--- config.mk ---
export PLATFORM = sky130hd
export DESIGN_NAME = pcb_msr_bank
export DESIGN_NICKNAME = d
export VERILOG_FILES = /design/src/common/pcb_pkg.sv /design/src/design/pcb_chunk_mem.sv /design/src/design/pcb_msr_bank.sv
export SDC_FILE = /design/constraint.sdc
export NUM_CORES = 1
export LEC_CHECK = 0
export BUFFER_PORTS_ARGS = -buffer_cell sky130_fd_sc_hd__buf_2
export CAP_MARGIN = 25
export CORE_MARGIN = 2
export CORE_UTILIZATION = 50
export CTS_BUF_LIST = sky130_fd_sc_hd__clkbuf_4 sky130_fd_sc_hd__clkbuf_8
export DETAILED_ROUTE_END_ITERATION = 8
export PLACE_DENSITY_LB_ADDON = 0.08
export SYNTH_ARGS = -nofsm -noshare
export SYNTH_HDL_FRONTEND = slang
export SYNTH_SLANG_ARGS = --single-unit
--- constraint.sdc ---
create_clock -name sys_clk -period 5.6 [get_ports sys_clk]
set_clock_uncertainty 0.05 [all_clocks]
set_input_delay 1.4 -clock sys_clk [delete_from_list [all_inputs] [get_ports sys_clk]]
set_output_delay 1.4 -clock sys_clk [all_outputs]
set_load 0.01 [all_outputs]
--- src/common/pcb_pkg.sv ---
// Package: constants and types shared by the power-on configuration register bank
package pcb_pkg;

	// ==========================================================
	// Bus geometry
	localparam int PCB_ADDR_W = 12;
	localparam int PCB_DATA_W = 64;

	// ==========================================================
	// Register addresses (register index as seen by software)
	localparam logic [PCB_ADDR_W-1:0] PCB_ADDR_POWERON = 12'h02a;
	localparam logic [PCB_ADDR_W-1:0] PCB_ADDR_TESTCTL = 12'h033;
	localparam logic [PCB_ADDR_W-1:0] PCB_ADDR_UPDTRIG = 12'h079;
	localparam logic [PCB_ADDR_W-1:0] PCB_ADDR_CHUNK0 = 12'h088;
	localparam logic [PCB_ADDR_W-1:0] PCB_ADDR_CHUNK1 = 12'h089;

	// ==========================================================
	// Power-on configuration register fields
	localparam int PCB_PON_DATA_CHK = 1;
	localparam int PCB_PON_RESP_CHK = 2;
	localparam int PCB_PON_ADDRESS_ERROR_SIGNAL_DRV = 3;
	localparam int PCB_PON_BUS_ERROR_SIGNAL_INIT = 4;
	localparam int PCB_PON_BUS_ERROR_SIGNAL_INT = 6;
	localparam int PCB_PON_BUS_INIT_SIGNAL_DRV = 7;
	localparam int PCB_PON_IOQ_ONE = 13;
	localparam int PCB_PON_VEC_1M = 14;
	localparam int PCB_PON_FREQ_LO = 18;
	localparam int PCB_PON_LOW_PWR = 26;
	// Writable enables: bits 1,2,3,4,6,7,26
	localparam logic [PCB_DATA_W-1:0] PCB_PON_RW_MASK = 64'h0000_0000_0400_00de;
	// Strap-reported bits: 8,9,10,12..25,27
	localparam logic [PCB_DATA_W-1:0] PCB_PON_RO_MASK = 64'h0000_0000_0bff_f700;
	localparam logic [PCB_DATA_W-1:0] PCB_PON_RESET = 64'h0;

	// ==========================================================
	// Test control register fields
	localparam int PCB_TC_STREAM_DIS = 30;
	localparam int PCB_TC_LOCK_SPLIT = 31;
	localparam logic [31:0] PCB_TC_RW_MASK = 32'hc000_0000;
	localparam logic [31:0] PCB_TC_RESET = 32'h0;

	// ==========================================================
	// System bus frequency encodings
	localparam logic [1:0] PCB_FREQ_66 = 2'h0;
	localparam logic [1:0] PCB_FREQ_133 = 2'h1;
	localparam logic [1:0] PCB_FREQ_100 = 2'h2;
	localparam logic [1:0] PCB_FREQ_RSVD = 2'h3;

	// ==========================================================
	// Register selection decoded from the address
	typedef enum logic [2:0] {
		PCB_SEL_NONE = 3'h0,
		PCB_SEL_PON = 3'h1,
		PCB_SEL_TC = 3'h2,
		PCB_SEL_UPD = 3'h3,
		PCB_SEL_CHUNK = 3'h4
	} pcb_sel_e;

	// Strap capture states, Gray along the path
	typedef enum logic {
		PCB_ST_WAIT = 1'b0,
		PCB_ST_HELD = 1'b1
	} pcb_strap_e;

endpackage : pcb_pkg

--- src/design/pcb_chunk_mem.sv ---
// Small memory holding the L2 chunk data words, registered read port
`timescale 1ns/1ps
`default_nettype none
module pcb_chunk_mem #(
	parameter int WIDTH = 64,
	parameter int DEPTH = 2,
	parameter int IDX_W = 1
) (
	// Clock and reset
	input wire logic sys_clk,
	input wire logic arst_n,
	// Write port
	input wire logic wrEn,
	input wire logic [IDX_W-1:0] wrIdx,
	input wire logic [WIDTH-1:0] wrData,
	// Read port
	input wire logic rdEn,
	input wire logic [IDX_W-1:0] rdIdx,
	output logic [WIDTH-1:0] rdData
);

	// ==========================================================
	// Storage
	logic [WIDTH-1:0] mem_r [DEPTH];
	logic [WIDTH-1:0] mem_nxt [DEPTH];
	logic [WIDTH-1:0] rdData_r;
	logic [WIDTH-1:0] rdData_nxt;

	// Next values: write one word, capture read word on request
	always_comb begin
		for (int i = 0; i < DEPTH; i++) begin
			mem_nxt[i] = mem_r[i];
		end
		if (wrEn) begin
			mem_nxt[wrIdx] = wrData;
		end
		rdData_nxt = rdEn ? mem_r[rdIdx] : rdData_r;
	end

	// Registers; cleared so a read before any write is defined
	always_ff @(posedge sys_clk or negedge arst_n) begin
		if (!arst_n) begin
			for (int i = 0; i < DEPTH; i++) begin
				mem_r[i] <= '0;
			end
			rdData_r <= '0;
		end else begin
			mem_r <= mem_nxt;
			rdData_r <= rdData_nxt;
		end
	end

	assign rdData = rdData_r;

endmodule : pcb_chunk_mem
`default_nettype wire

--- src/design/pcb_msr_bank.sv ---
// Power-on configuration register bank with test control, update trigger and L2 chunk data
`timescale 1ns/1ps
`default_nettype none

// Function
// - Configuration register accepts enable writes; reads return configuration now in effect.
// - Bit 1 read/write enables system bus data error checking.
// - Bit 2 read/write enables response checking and redundancy error observation.
// - Bit 4 read/write lets processor assert bus error for its requests.
// - Bit 6 read/write lets processor drive bus error for internal errors.
// - Bit 13 read-only in-order queue depth, 1 means one, 0 means eight.
// - Bit 14 read-only reset vector, 1 means 1 MB, 0 means 4 GB.
// - Field 19:18 reports bus frequency: 00=66, 10=100, 01=133, 11 reserved.
// - Bit 26 read/write enables low power mode.
// - Test control bit 31 set suppresses bus lock for split locked accesses.
// - Writing address 79H triggers a processor update.
// - Address 88 holds 64-bit L2 chunk 0 data, read and write.
// - Address 89 holds 64-bit L2 chunk 1 data, read and write.
module pcb_msr_bank
	import pcb_pkg::*;
(
	// Clock and reset
	input wire logic sys_clk,
	input wire logic arst_n,
	// Register port
	input wire logic [PCB_ADDR_W-1:0] regAddr,
	input wire logic [PCB_DATA_W-1:0] regWrData,
	input wire logic regWr,
	input wire logic regRd,
	output logic [PCB_DATA_W-1:0] regRdData,
	// Power-on straps from pins, bit positions as in the configuration register
	input wire logic [PCB_DATA_W-1:0] strapPins,
	// Feature enables to the bus unit
	output logic dataErrCheckEn,
	output logic respErrCheckEn,
	output logic addrErrDriveEn,
	output logic busErrInitiatorEn,
	output logic busErrInternalEn,
	output logic busInitDriveEn,
	output logic lowPowerEn,
	// Test control outputs
	output logic streamBufDisable,
	output logic lockSplitSuppress,
	// Latched configuration
	output logic ioqDepthOne,
	output logic resetVec1M,
	output logic [1:0] busFreqCode,
	output logic strapsValid,
	// Update trigger
	output logic updateStart,
	output logic [PCB_DATA_W-1:0] updateData
);

	// ==========================================================
	// Address decode, shared by the write and read paths
	function automatic pcb_sel_e decodeSel(input logic [PCB_ADDR_W-1:0] a);
		unique case (a)
			PCB_ADDR_POWERON: decodeSel = PCB_SEL_PON;
			PCB_ADDR_TESTCTL: decodeSel = PCB_SEL_TC;
			PCB_ADDR_UPDTRIG: decodeSel = PCB_SEL_UPD;
			PCB_ADDR_CHUNK0, PCB_ADDR_CHUNK1: decodeSel = PCB_SEL_CHUNK;
			default: decodeSel = PCB_SEL_NONE;
		endcase
	endfunction : decodeSel

	pcb_sel_e wrSel;
	pcb_sel_e rdSel;
	assign wrSel = decodeSel(regAddr);
	assign rdSel = decodeSel(regAddr);

	// ==========================================================
	// Strap synchroniser and one-time capture
	logic [PCB_DATA_W-1:0] strapS1_r;
	logic [PCB_DATA_W-1:0] strapS2_r;
	logic [PCB_DATA_W-1:0] strapS3_r;
	logic [PCB_DATA_W-1:0] strapHeld_r;
	logic [PCB_DATA_W-1:0] strapHeld_nxt;
	pcb_strap_e strapSt_r;
	pcb_strap_e strapSt_nxt;
	// Fill chain: bit 2 set once the last stage holds real pin samples, not reset zeros
	logic [2:0] strapFill_r;
	logic [2:0] strapFill_nxt;

	// Capture once the last two stages agree; pins may settle late after power-up
	always_comb begin
		strapSt_nxt = strapSt_r;
		strapHeld_nxt = strapHeld_r;
		strapFill_nxt = {strapFill_r[1:0], 1'b1};
		unique case (strapSt_r)
			PCB_ST_WAIT: begin
				// Without the fill check the cleared stages would agree at once and latch zeros
				if (strapFill_r[2] && strapS2_r == strapS3_r) begin
					strapHeld_nxt = strapS3_r & PCB_PON_RO_MASK;
					strapSt_nxt = PCB_ST_HELD;
				end
			end
			PCB_ST_HELD: begin
				strapSt_nxt = PCB_ST_HELD;
			end
		endcase
	end

	// Straps are sampled only after release, never under the reset itself
	always_ff @(posedge sys_clk or negedge arst_n) begin
		if (!arst_n) begin
			strapS1_r <= '0;
			strapS2_r <= '0;
			strapS3_r <= '0;
			strapHeld_r <= '0;
			strapSt_r <= PCB_ST_WAIT;
			strapFill_r <= '0;
		end else begin
			strapS1_r <= strapPins;
			strapS2_r <= strapS1_r;
			strapS3_r <= strapS2_r;
			strapHeld_r <= strapHeld_nxt;
			strapSt_r <= strapSt_nxt;
			strapFill_r <= strapFill_nxt;
		end
	end

	// ==========================================================
	// Writable registers
	logic [PCB_DATA_W-1:0] ponRw_r;
	logic [PCB_DATA_W-1:0] ponRw_nxt;
	logic [31:0] testCtl_r;
	logic [31:0] testCtl_nxt;
	logic updStart_r;
	logic updStart_nxt;
	logic [PCB_DATA_W-1:0] updData_r;
	logic [PCB_DATA_W-1:0] updData_nxt;

	// Only documented enable bits are stored, so reserved writes are dropped
	always_comb begin
		ponRw_nxt = ponRw_r;
		testCtl_nxt = testCtl_r;
		updStart_nxt = 1'b0;
		updData_nxt = updData_r;
		if (regWr) begin
			unique case (wrSel)
				PCB_SEL_PON: ponRw_nxt = regWrData & PCB_PON_RW_MASK;
				PCB_SEL_TC: testCtl_nxt = regWrData[31:0] & PCB_TC_RW_MASK;
				PCB_SEL_UPD: begin
					updStart_nxt = 1'b1;
					updData_nxt = regWrData;
				end
				PCB_SEL_CHUNK, PCB_SEL_NONE: ponRw_nxt = ponRw_r;
			endcase
		end
	end

	always_ff @(posedge sys_clk or negedge arst_n) begin
		if (!arst_n) begin
			ponRw_r <= PCB_PON_RESET;
			testCtl_r <= PCB_TC_RESET;
			updStart_r <= 1'b0;
			updData_r <= '0;
		end else begin
			ponRw_r <= ponRw_nxt;
			testCtl_r <= testCtl_nxt;
			updStart_r <= updStart_nxt;
			updData_r <= updData_nxt;
		end
	end

	// ==========================================================
	// L2 chunk data words
	logic [PCB_DATA_W-1:0] chunkRdData;

	pcb_chunk_mem #(
		.WIDTH(PCB_DATA_W),
		.DEPTH(2),
		.IDX_W(1)
	) u_chunk (
		.sys_clk(sys_clk),
		.arst_n(arst_n),
		.wrEn(regWr && wrSel == PCB_SEL_CHUNK),
		.wrIdx(regAddr[0]),
		.wrData(regWrData),
		.rdEn(regRd && rdSel == PCB_SEL_CHUNK),
		.rdIdx(regAddr[0]),
		.rdData(chunkRdData)
	);

	// ==========================================================
	// Read path: value in effect now, presented one cycle after the strobe
	logic [PCB_DATA_W-1:0] ponView;
	logic [PCB_DATA_W-1:0] rdData_r;
	logic [PCB_DATA_W-1:0] rdData_nxt;
	logic rdChunk_r;
	logic rdChunk_nxt;

	assign ponView = ponRw_r | strapHeld_r;

	always_comb begin
		rdData_nxt = rdData_r;
		rdChunk_nxt = rdChunk_r;
		if (regRd) begin
			rdChunk_nxt = (rdSel == PCB_SEL_CHUNK);
			unique case (rdSel)
				PCB_SEL_PON: rdData_nxt = ponView;
				PCB_SEL_TC: rdData_nxt = {32'h0, testCtl_r};
				// Trigger is write-only; unmapped addresses read zero
				PCB_SEL_UPD, PCB_SEL_CHUNK, PCB_SEL_NONE: rdData_nxt = '0;
			endcase
		end
	end

	always_ff @(posedge sys_clk or negedge arst_n) begin
		if (!arst_n) begin
			rdData_r <= '0;
			rdChunk_r <= 1'b0;
		end else begin
			rdData_r <= rdData_nxt;
			rdChunk_r <= rdChunk_nxt;
		end
	end

	assign regRdData = rdChunk_r ? chunkRdData : rdData_r;

	// ==========================================================
	// Outputs, all straight from registers
	assign dataErrCheckEn = ponRw_r[PCB_PON_DATA_CHK];
	assign respErrCheckEn = ponRw_r[PCB_PON_RESP_CHK];
	assign addrErrDriveEn = ponRw_r[PCB_PON_ADDRESS_ERROR_SIGNAL_DRV];
	assign busErrInitiatorEn = ponRw_r[PCB_PON_BUS_ERROR_SIGNAL_INIT];
	assign busErrInternalEn = ponRw_r[PCB_PON_BUS_ERROR_SIGNAL_INT];
	assign busInitDriveEn = ponRw_r[PCB_PON_BUS_INIT_SIGNAL_DRV];
	assign lowPowerEn = ponRw_r[PCB_PON_LOW_PWR];
	assign streamBufDisable = testCtl_r[PCB_TC_STREAM_DIS];
	assign lockSplitSuppress = testCtl_r[PCB_TC_LOCK_SPLIT];
	assign ioqDepthOne = strapHeld_r[PCB_PON_IOQ_ONE];
	assign resetVec1M = strapHeld_r[PCB_PON_VEC_1M];
	assign busFreqCode = strapHeld_r[PCB_PON_FREQ_LO+1:PCB_PON_FREQ_LO];
	assign strapsValid = (strapSt_r == PCB_ST_HELD);
	assign updateStart = updStart_r;
	assign updateData = updData_r;
endmodule : pcb_msr_bank
`default_nettype wire

==> results of run 1 <==
-- cells by family after synthesis --
group           Yosys count  share of synthesized area, %
compound gates          136                         4.015
xor+xnor                 41                         1.943
buf+inv                 105                         2.234
flops                   508                         68.78
mux                     284                         17.07
other cells               1                       0.02029
simple gates            221                         5.931
-- per-stage QoR --
step | setup slack, ps | power (mW)
2_1_floorplan | 2424 | 3.914
5_1_grt | 1673 | 7.495
6_report | 1858 | 7.172
3_5_place_dp | 1358 | 4.097
3_3_place_gp | 1439 | 4.091
4_1_cts | 1759 | 7.296
-- layer usage --
metal	GRT usage (%)	routed length, microns
met1	27.58	17050
met2	31.04	17170
met3	4.968	1744
met4	7.604	966
met5	0	30
-- power groups by stage --
stage | logic (mW) | registers, mW | clock network [mW]
floorplan | 0.0719 | 3.84 | 0
global placement | 0.241 | 3.85 | 0
detailed placement | 0.244 | 3.85 | 0
CTS | 0.245 | 3.79 | 3.26
global route | 0.268 | 3.79 | 3.43
finish | 0.234 | 3.79 | 3.15
-- worst max path at each step --
stage / start / end / slack, ps / cells past startpoint
2_1_floorplan: regAddr[9] / u_chunk.mem_r[10]$_DFFE_PN0P_ / 2420 / 6
3_3_place_gp: regAddr[9] / u_chunk.mem_r[5]$_DFFE_PN0P_ / 1440 / 7
3_5_place_dp: regAddr[9] / u_chunk.mem_r[7]$_DFFE_PN0P_ / 1360 / 7
4_1_cts: rdChunk_r$_DFFE_PN0P_ / regRdData[24] / 1760 / 2
5_1_grt: rdChunk_r$_DFFE_PN0P_ / regRdData[25] / 1670 / 2
6_report: rdChunk_r$_DFFE_PN0P_ / regRdData[24] / 1860 / 2
-- registers in the layout, summed over array words and instances, names as in the netlist, 7 cells and up --
signal	count
strapS3_r	64
strapS1_r	64
ponRw_r	7
strapHeld_r	18
updateData	64
u_chunk.rdData	64
rdData_r	27
strapS2_r	64
u_chunk.mem_r	128
-- layout by cell type (no fill, tap or decap), drive strengths merged --
| master | instances |
|---|---|
| o31ai | 1 |
| or4 | 1 |
| nand4 | 8 |
| a222oi | 1 |
| a21oi | 1 |
| and4 | 1 |
| o2111ai | 4 |
| or3 | 1 |
| clkbuf | 128 |
| o21ai | 117 |
| a2111o | 4 |
| clkinvlp | 2 |
| nand2b | 14 |
| o2bb2ai | 1 |
| mux2i | 64 |
| mux2 | 220 |
| o21a | 1 |
| xnor2 | 28 |
| nand2 | 120 |
| dfrtp | 508 |
| nor4 | 12 |
| xor2 | 13 |
| nor2b | 13 |
| or2b | 1 |
| buf | 298 |
| and2 | 37 |
| nor2 | 3 |
| clkinv | 3 |
| inv | 50 |
| nand3 | 6 |
| and2b | 1 |
| o22ai | 6 |
| nand3b | 2 |
| nor3 | 1 |
| conb | 1 |
-- area by class of cell --
type,instances,area (sq um)
Fill cell,3024,14430
Tap cell,468,585.6
Inverter,45,168.9
Multi-Input combinational cell,683,5390
Clock buffer,128,1549
Clock inverter,10,87.58
Timing Repair Buffer,298,1597
Sequential cell,508,12720
==> key figures, run 1 <==
Outcome
  – Status: finished clean

Floorplanning
  – Die height: 196.3 microns
  – Ports: 287
  – Die span in x: 196.3 microns
  – Die area: 38520 sq um
  – Row cnt: 70
  – Core area: 36520 sq um
  – Initial Util: between 50% and 60%

Yosys
  – Mapped Nets: about 1400
  – Post-synthesis register bit count: 508
  – Ys async rst share: 100.0%
  – Mapped Area: 18480 sq um
  – Post-synth top area share: 68.78%
  – Cell accounting for the most synthesized area: dfrtp_1
  – Most frequent cell after synthesis: dfrtp_1
  – Ranking of synthesized cells by area: dfrtp_1 69%, mux2_2 13%, mux2i_1 3.5%
  – Ys flop type: dfrtp_1
  – Mapped Cells: 1296
  – Cell variety after synth: 38
  – Post-synthesis sequential area ratio: 68.78%
  – EDFF count, synth: 0
  – Syn Area/Cell: 14.26 sq um
  – Yosys warns: 0
  – Synth top cells by count: 508 x dfrtp_1, 210 x mux2_2, 120 x nand2_1

Power and ir drop
  – Clock share of power: ~44%
  – Pwr/cell area: 324.6 nW/um^2
  – Comb power frac: between 3 and 4%
  – Seq pwr share: 52.8%
  – Static leakage: 11.35 nW
  – Int Pwr: 5.598 mW
  – Switch share: approximately 22%
  – NetSw: 1.574 mW
  – Max IR drop VDD: 0.2611 mV

Timing
  – Final min period: 3742 ps
  – Final max-slew violation count: 0
  – RSZ-0062 raised after global routing: false
  – Slew @ Worst Pin: 957.1 ps
  – Final setup violating endpoints: 0
  – Period Utilization, post-route: 66.82%
  – Fmax: 267.3 MHz
  – Worst Hold Slack: ~290 ps
  – Hold violation count in the final report: 0
  – TNS Setup: 0 ps
  – Max_slew headroom: 36.19%

Setup path
  – Worst flop-to-flop path endpoint: strapHeld_r[13]$_DFFE_PN0P_
  – Worst R2R Path Depth: 7
  – Slowest stage delay, CP: 1000 ps
  – WP buf/inv: 1
  – Worst setup path class: reg -> out
  – Crit path DAT: 2290 ps
  – Top delay family on crit path: flip-flops
  – R2r startpoint: strapS3_r[15]$_DFF_PN0_
  – Max stage delay cell, worst path: dfrtp_4
  – Crit end category: output port
  – R2r setup slk: 2860 ps
  – Critical Path RT: 4150 ps
  – Worst Path Max Fanout: 91
  – Worst setup SP type: register
  – CP cell instances: o21ai_0 > buf_2

Layout
  – Final core utilization: ~60%
  – P&R area growth vs syn: 19.55%
  – Layout cells sized above 1: 39.65%
  – Nets@finish: 1762
  – # diodes: 0
  – Final Instance Area: 22090 sq um
  – Post-route insts no fill: roughly 2100

CTS
  – CTS buffer count: 82
  – Hold buffer count at CTS: 0
  – Max Root-Sink Buffers: 3
  – Worst-Skew Late Latency: 650 ps
  – H-tree level count: 3
  – Post-CTS setup buffers: 0
  – Worst-path clk slew: around 60 ps
  – Post-CTS Resized: 0
  – Clock sinks: 508
  – CTS tree: yes
  – Clock Tree Root: clkbuf_8

Min path
  – Min-Delay Endpoint: strapS2_r[4]$_DFF_PN0_
  – Hold path startpoint: strapS1_r[4]$_DFF_PN0_
  – Cells on Worst Hold Path: 0
  – Worst Hold Class: reg -> reg

Detailed routing
  – Via count: 10700
  – DR iter-0 viols: 417
  – # DRC: 0
  – First-pass iteration count of the detailed router: 4
  – Routed WL: 36960 microns
  – Vias/cell: 4.998
  – DR WL/cell: 17.27 microns
  – Final ANT Viol Nets: 0

Placement
  – Placer Congestion: 0.7650
  – Placed Cells: 2002
  – Placed cell area: approximately 20000 sq um
  – HPWL after DPL: between 20000 and 25000 microns
  – IO buf count: between 200 and 300

Global routing
  – Total GRT Usage: 20.03%
  – Number of global-route vias before repair: 11160
  – Largest net degree at the start of global routing: 106
  – GR Overflow Total: 0
  – Initial antenna violation count: 2
  – Global-route wire length before repair: 59850 microns

Job
  – Max_cap viols: 0
No activity file was read; power rests on OpenSTA's default activity.
==> run 2, diff against run 1 <==
--- a/config.mk
+++ b/config.mk
@@ -5,6 +5,7 @@
 export SDC_FILE = /design/constraint.sdc
 export NUM_CORES = 1
 export LEC_CHECK = 0
+export ABC_AREA = 1
 export BUFFER_PORTS_ARGS = -buffer_cell sky130_fd_sc_hd__buf_2
 export CAP_MARGIN = 25
 export CORE_MARGIN = 2
==> constraint.sdc (replaced) <==
create_clock -name sys_clk -period 3.7 [get_ports sys_clk]
set_clock_uncertainty 0.05 [all_clocks]
set_input_delay 0.925 -clock sys_clk [delete_from_list [all_inputs] [get_ports sys_clk]]
set_output_delay 0.925 -clock sys_clk [all_outputs]
set_load 0.01 [all_outputs]
==> run 2 against run 1 <==
Final area up 3.4%. Die area grew 3.7%. Setup slack got worse by 1400 ps. Combinational power grew 87%. Count of clock-buffer cells in the layout up 5. Final cell count grew 31%. Wire length rose by 11%. Non-clock buffer count up 7. Sequential share of layout area fell by 1.9 points. Worst hold slack worse by 9.7 ps. Sequential power is 51% higher.
==> key figures, run 2 <==
Outcome
  – Status: finished clean

Setup path
  – Critical Path RT: 2720 ps
  – End point of the critical path: regRdData[24]
  – Worst flop-to-flop path endpoint: strapHeld_r[13]$_DFFE_PN0P_
  – Worst setup path class: reg -> out
  – Worst Path Max Fanout: around 70
  – Max stage delay cell, worst path: dfrtp_4
  – WP buf/inv: 2
  – Top delay family on crit path: flip-flops
  – R2r startpoint: strapS3_r[12]$_DFF_PN0_
  – CP cell instances: buf_4 > nand2_1 > o21ai_0 > buf_2
  – Crit path DAT: roughly 2300 ps
  – Slowest stage delay, CP: between 900 and 1000 ps
  – R2r setup slk: ~1900 ps
  – Worst setup path startpoint: rdChunk_r$_DFFE_PN0P_
  – CP Depth: 4
  – Crit end category: output port
  – Worst R2R Path Depth: 10
  – Worst setup SP type: register

Power and ir drop
  – Max IR drop VDD: 0.2973 mV
  – Pwr/cell area: between 400 and 500 nW/um^2
  – Clock share of power: 44.6%
  – Int Pwr: 8.678 mW
  – NetSw: roughly 2.5 mW
  – Overall Power: 11.15 mW
  – Switch share: 22.14%
  – Comb power frac: 3.9%
  – Static leakage: 12.19 nW
  – Seq pwr share: 51.5%

Timing
  – Worst Hold Slack: 279.8 ps
  – Period Utilization, post-route: between 80 and 90%
  – Fmax: about 310 MHz
  – Slew @ Worst Pin: 961.9 ps
  – RSZ-0062 raised after global routing: false
  – TNS Setup: 0 ps
  – Hold violation count in the final report: 0
  – Final setup violating endpoints: 0
  – Final max-slew violation count: 0
  – Final min period: around 3200 ps
  – Max_slew headroom: 35.72%

Global routing
  – Global-route wire length before repair: approximately 66000 microns
  – GR Overflow Total: 0
  – Number of global-route vias before repair: 12960
  – Largest net degree at the start of global routing: 129
  – Initial antenna violation count: 1
  – Total GRT Usage: 21.06%

Layout
  – Most common cell after layout, fill and taps aside: nand2_1
  – # diodes: 0
  – P&R area growth vs syn: 19.14%
  – Final core utilization: 60.53%
  – Nets@finish: roughly 2400
  – Max FFs per register: around 130
  – Fill cells: 3298
  – Leading cell types in the layout, fill and taps excluded: 570 x nand2_1, 507 x dfrtp_1, 284 x buf_2
  – Layout cells sized above 1: 20.65%
  – Largest Register: u_chunk.mem_r

Detailed routing
  – Final ANT Viol Nets: 0
  – First-pass iteration count of the detailed router: 5
  – Routed WL: between 40000 and 50000 microns
  – Vias/cell: about 4.8
  – DR iter-0 viols: 502
  – Via count: 13350
  – DR WL/cell: 14.67 microns
  – # DRC: 0

Floorplanning
  – Ports: between 200 and 300
  – Row cnt: 71
  – Initial Util: 50.81%
  – Die area: 39950 sq um
  – Core area: 37760 sq um
  – Die span in x: 199.9 microns
  – Die height: 199.9 microns

CTS
  – Clock sinks: 508
  – Clock Tree Root: clkbuf_8
  – Max Root-Sink Buffers: 3
  – CTS tree: yes
  – Post-CTS setup buffers: 0
  – Hold buffer count at CTS: 0
  – H-tree level count: 3
  – Worst-path clk slew: roughly 60 ps
  – CTS buffer count: a little over 80
  – Post-CTS Resized: 0
  – Worst-Skew Late Latency: 630 ps

Yosys
  – Synth top cells by count: 570 x nand2_1, 508 x dfrtp_1, 246 x inv_1
  – Post-synth top area share: 66.27%
  – Mapped Cells: 1926
  – Cell variety after synth: 35
  – Yosys warns: 0
  – Largest family of logic cells by synthesized area: simple AND/OR/NAND/NOR gates
  – Most frequent cell after synthesis: nand2_1
  – Adder-cell area share of the yosys netlist: 0%
  – Ys async rst share: 100.0%
  – Mux contribution to synthesized area: 3.235%
  – EDFF count, synth: 0
  – Mapped Area: 19180 sq um
  – Post-synthesis register bit count: 508
  – Xor and xnor fraction of the mapped netlist area: 0.4566%
  – Mapped Nets: approximately 2100
  – Syn Area/Cell: 9.960 sq um
  – Post-synthesis sequential area ratio: between 60% and 70%
  – Cell accounting for the most synthesized area: dfrtp_1
  – Post-synthesis simple-gate area fraction: 13.87%
  – Synth Area in Compound Gates: 8.975%
  – Ys flop type: dfrtp_1
  – Ranking of synthesized cells by area: dfrtp_1 66%, nand2_1 11%, o21ai_1 5.6%

Placement
  – HPWL after DPL: 27710 microns
  – Placer Congestion: approximately 0.84
  – IO buf count: 286

Job
  – Max_cap viols: 0

Min path
  – Worst Hold Class: in -> async
[run 2: changes by cell type after synthesis, sizes merged, moves of 12 or more]
cell    delta
inv      +207
nand3     +25
o21ai    +180
mux2     -220
clkbuf    -25
nor2b     -13
nand2b    -14
xnor2     -19
nor2      +51
xor2      -12
buf       +53
nand2    +452
o22ai     +23
and2      -36
[run 2: logic make-up after synthesis]
family                 count (synthesis)
multiplexers                          62
buffers and inverters                340
AND/OR/NAND/NOR                      671
AO/OA/AOI/OAI                        334
XOR/XNOR                              10
flip-flops                           508
other                                  1
[run 2: layout make-up]
cell class / count / area, sq um / share of cell area [%]
well taps: 511 / 639.4 / 2.798
flip-flops and latches: 508 / 12720 / 55.64
clock inverters: 10 / 70.07 / 0.3066
repair buffers: 305 / 1687 / 7.380
multi-input cells: 1078 / 5119 / 22.40
inverters: 252 / 948.4 / 4.150
clock buffers: 133 / 1674 / 7.325
[run 2: worst min path at each step]
stage / cells after the start / to / slack, ps / start
after global routing: 1 / rdData_r[17]$_DFFE_PN0P_ / 300 / arst_n
after detailed placement: 0 / strapFill_r[1]$_DFF_PN0_ / 280 / strapFill_r[0]$_DFF_PN0_
after floorplan: 0 / strapFill_r[1]$_DFF_PN0_ / 280 / strapFill_r[0]$_DFF_PN0_
after CTS: 1 / rdData_r[21]$_DFFE_PN0P_ / 250 / arst_n
final: 1 / rdData_r[19]$_DFFE_PN0P_ / 280 / arst_n
after global placement: 0 / strapS2_r[32]$_DFF_PN0_ / 280 / strapS1_r[32]$_DFF_PN0_
[run 2: power groups by stage]
| stage | clock network [mW] | registers (mW) | logic, mW |
|---|---|---|---|
| 2_1_floorplan | 0 | 5.82 | 0.179 |
| 3_3_place_gp | 0 | 5.84 | 0.443 |
| 3_5_place_dp | 0 | 5.84 | 0.449 |
| 4_1_cts | 5.12 | 5.74 | 0.451 |
| 5_1_grt | 5.36 | 5.75 | 0.505 |
| 6_report | 4.97 | 5.74 | 0.437 |
[run 2: routing by layer]
metal  global-route usage (%)  vias to the layer above  wire (microns)
met5                        0                        -              13
met4                    7.572                        2             884
met3                    4.435                       58            2363
met2                    31.97                      329           18490
met1                    30.27                     6307           19280
li1                         -                     6657               -
[run 2: metrics by stage]
| stage | std cells | cell area (sq um) | setup WS, ps |
|---|---|---|---|
| 2_1_floorplan | 1926 | 19180 | 1627 |
| 3_5_place_dp | 2654 | 21110 | 861.0 |
| 3_3_place_gp | 2654 | 21110 | 887.4 |
| 6_report | 2797 | 22850 | 469.4 |
| 5_1_grt | 2797 | 22850 | 250.5 |
| 4_1_cts | 2797 | 22850 | 405.5 |
[run 2: worst register-to-register path, stage by stage, from the launching register on]
cell	delay, ps
dfrtp_1	440
inv_1	80
nand2_1	40
nand2_1	60
nand4_1	110
nor2_1	150
nand2_1	80
nor2_2	160
nand4_4	260
nand2_1	160
nand2_1	60
==> run 3, diff against run 2 <==
--- a/config.mk
+++ b/config.mk
@@ -5,7 +5,6 @@
 export SDC_FILE = /design/constraint.sdc
 export NUM_CORES = 1
 export LEC_CHECK = 0
-export ABC_AREA = 1
 export BUFFER_PORTS_ARGS = -buffer_cell sky130_fd_sc_hd__buf_2
 export CAP_MARGIN = 25
 export CORE_MARGIN = 2
==> run 3 against run 2 <==
Final area decreased by 2.9%. Clock power decreased by 5.4%. Combinational power decreased by 17%. Flip-flop and latch count unchanged.
==> key figures, run 3 (synthesis gave the netlist of run 1 again) <==
Power and ir drop
  – Switch share: 22.00%
  – Clock share of power: 43.5%
  – Int Pwr: around 8.4 mW
  – Seq pwr share: a little over half
  – NetSw: 2.375 mW
  – Static leakage: 11.40 nW
  – Max IR drop VDD: 0.4284 mV
  – Comb power frac: around 3.4%
  – Pwr/cell area: 486.5 nW/um^2

CTS
  – CTS tree: yes
  – H-tree level count: 3
  – Max Root-Sink Buffers: 3
  – Clock Tree Root: clkbuf_8
  – Clock sinks: ~510
  – Post-CTS Resized: 0
  – CTS buffer count: 83
  – Worst-Skew Late Latency: 640 ps
  – Hold buffer count at CTS: 0
  – Post-CTS setup buffers: 0
  – Worst-path clk slew: ~60 ps

Detailed routing
  – Vias/cell: 5.043
  – Via count: 10830
  – DR WL/cell: 17.27 microns
  – First-pass iteration count of the detailed router: 4
  – Final ANT Viol Nets: 0
  – DR iter-0 viols: 363
  – # DRC: 0
  – Routed WL: 37080 microns

Setup path
  – CP cell instances: o21ai_0 > buf_2
  – Slowest stage delay, CP: 1050 ps
  – Critical Path RT: 2720 ps
  – Crit path DAT: 2370 ps
  – WP buf/inv: 1
  – Top delay family on crit path: flip-flops
  – Crit end category: output port
  – Worst Path Max Fanout: 91
  – Max stage delay cell, worst path: dfrtp_4
  – Worst setup path startpoint: rdChunk_r$_DFFE_PN0P_
  – R2r startpoint: strapS3_r[18]$_DFF_PN0_
  – Worst setup SP type: register
  – Worst setup path class: reg -> out

Floorplanning
  – Initial Util: 50.60%
  – Row cnt: 70
  – Die area: 38520 sq um
  – Die span in x: 196.3 microns
  – Die height: 196.3 microns
  – Ports: 287
  – Core area: 36520 sq um

Timing
  – Final worst slack: between 300 and 400 ps
  – Hold violation count in the final report: 0
  – RSZ-0062 raised after global routing: false
  – Max_slew headroom: a little under two fifths
  – Final max-slew violation count: 0
  – Fmax: 299.0 MHz
  – Final setup violating endpoints: 0
  – Slew @ Worst Pin: roughly 940 ps
  – TNS Setup: 0 ps
  – Period Utilization, post-route: about 90%
  – Final min period: 3344 ps

Global routing
  – Initial antenna violation count: 2
  – Largest net degree at the start of global routing: 94
  – Total GRT Usage: 20.17%
  – Number of global-route vias before repair: 11350
  – GR Overflow Total: 0
  – Global-route wire length before repair: between 60000 and 70000 microns

Placement
  – Placed cell area: 20580 sq um
  – Placer Congestion: between 0.7 and 0.8
  – HPWL after DPL: 24280 microns
  – IO buf count: 286
  – Placed Cells: 2013
  – Pre-CTS setup slack: approximately 650 ps

Layout
  – Post-route insts no fill: 2147
  – Final Instance Area: 22190 sq um
  – Nets@finish: between 1500 and 2000
  – Largest Register: u_chunk.mem_r
  – Leading cell types in the layout, fill and taps excluded: 507 x dfrtp_1, 284 x buf_2, 210 x mux2_2
  – Fill cells: 2955
  – P&R area growth vs syn: 20.08%
  – # diodes: 0
  – Max FFs per register: roughly 130
  – Layout cells sized above 1: roughly two fifths
  – Most common cell after layout, fill and taps aside: dfrtp_1

Min path
  – Worst Hold Class: in -> async

Outcome
  – Status: finished clean

Job
  – Max_cap viols: 0
-- run 3: power by group through the flow --
stage	clock network, mW	logic, mW	registers, mW
floorplan	0	0.109	5.81
global placement	0	0.373	5.83
detailed placement	0	0.377	5.83
CTS	4.88	0.379	5.73
global route	5.15	0.414	5.74
finish	4.70	0.363	5.73
-- run 3: layout make-up --
cell class	instances	area, sq um	share of cell area [%]
multi-input cells	683	5390	24.29
well taps	468	585.6	2.639
repair buffers	309	1717	7.735
clock buffers	124	1506	6.788
inverters	45	168.9	0.7611
clock inverters	10	108.9	0.4905
flip-flops and latches	508	12720	57.30
-- run 3: layer usage --
metal	global-route usage, %	share of wire (%)	up-vias
met5	0	0.078	-
met4	7.997	3.1	4
met2	31.45	46	266
met3	5.604	5.7	78
li1	-	-	5074
met1	27.06	45	5406
-- run 3: final timing paths --
path,end,slack [ps],depth (start not counted)
worst max-delay path,regRdData[24],360,2
worst min-delay path,strapS2_r[43]$_DFF_PN0_,210,1
worst max register to register,strapHeld_r[15]$_DFFE_PN0P_,830,7
worst min register to register,strapS2_r[46]$_DFF_PN0_,290,0
max in group asynchronous,u_chunk.mem_r[95]$_DFFE_PN0P_,2370,2
min in group sys_clk,strapS2_r[46]$_DFF_PN0_,290,0
-- run 3: worst reg2reg max path, stage by stage (launching register included) --
cell and delay, ps:
dfrtp_1 390, xnor2_1 170, nand4_1 150, nor4_1 630
nand3_1 340, nor4_4 280, buf_4 350, mux2_2 380
-- run 3: through the flow --
stage	hold WS, ps	total power [mW]	utilization [%]
2_1_floorplan	281.2	5.923	-
3_3_place_gp	282.0	6.200	56.34
3_5_place_dp	284.7	6.209	56.34
4_1_cts	233.1	10.99	60.76
5_1_grt	227.1	11.30	60.76
6_report	213.6	10.80	60.76
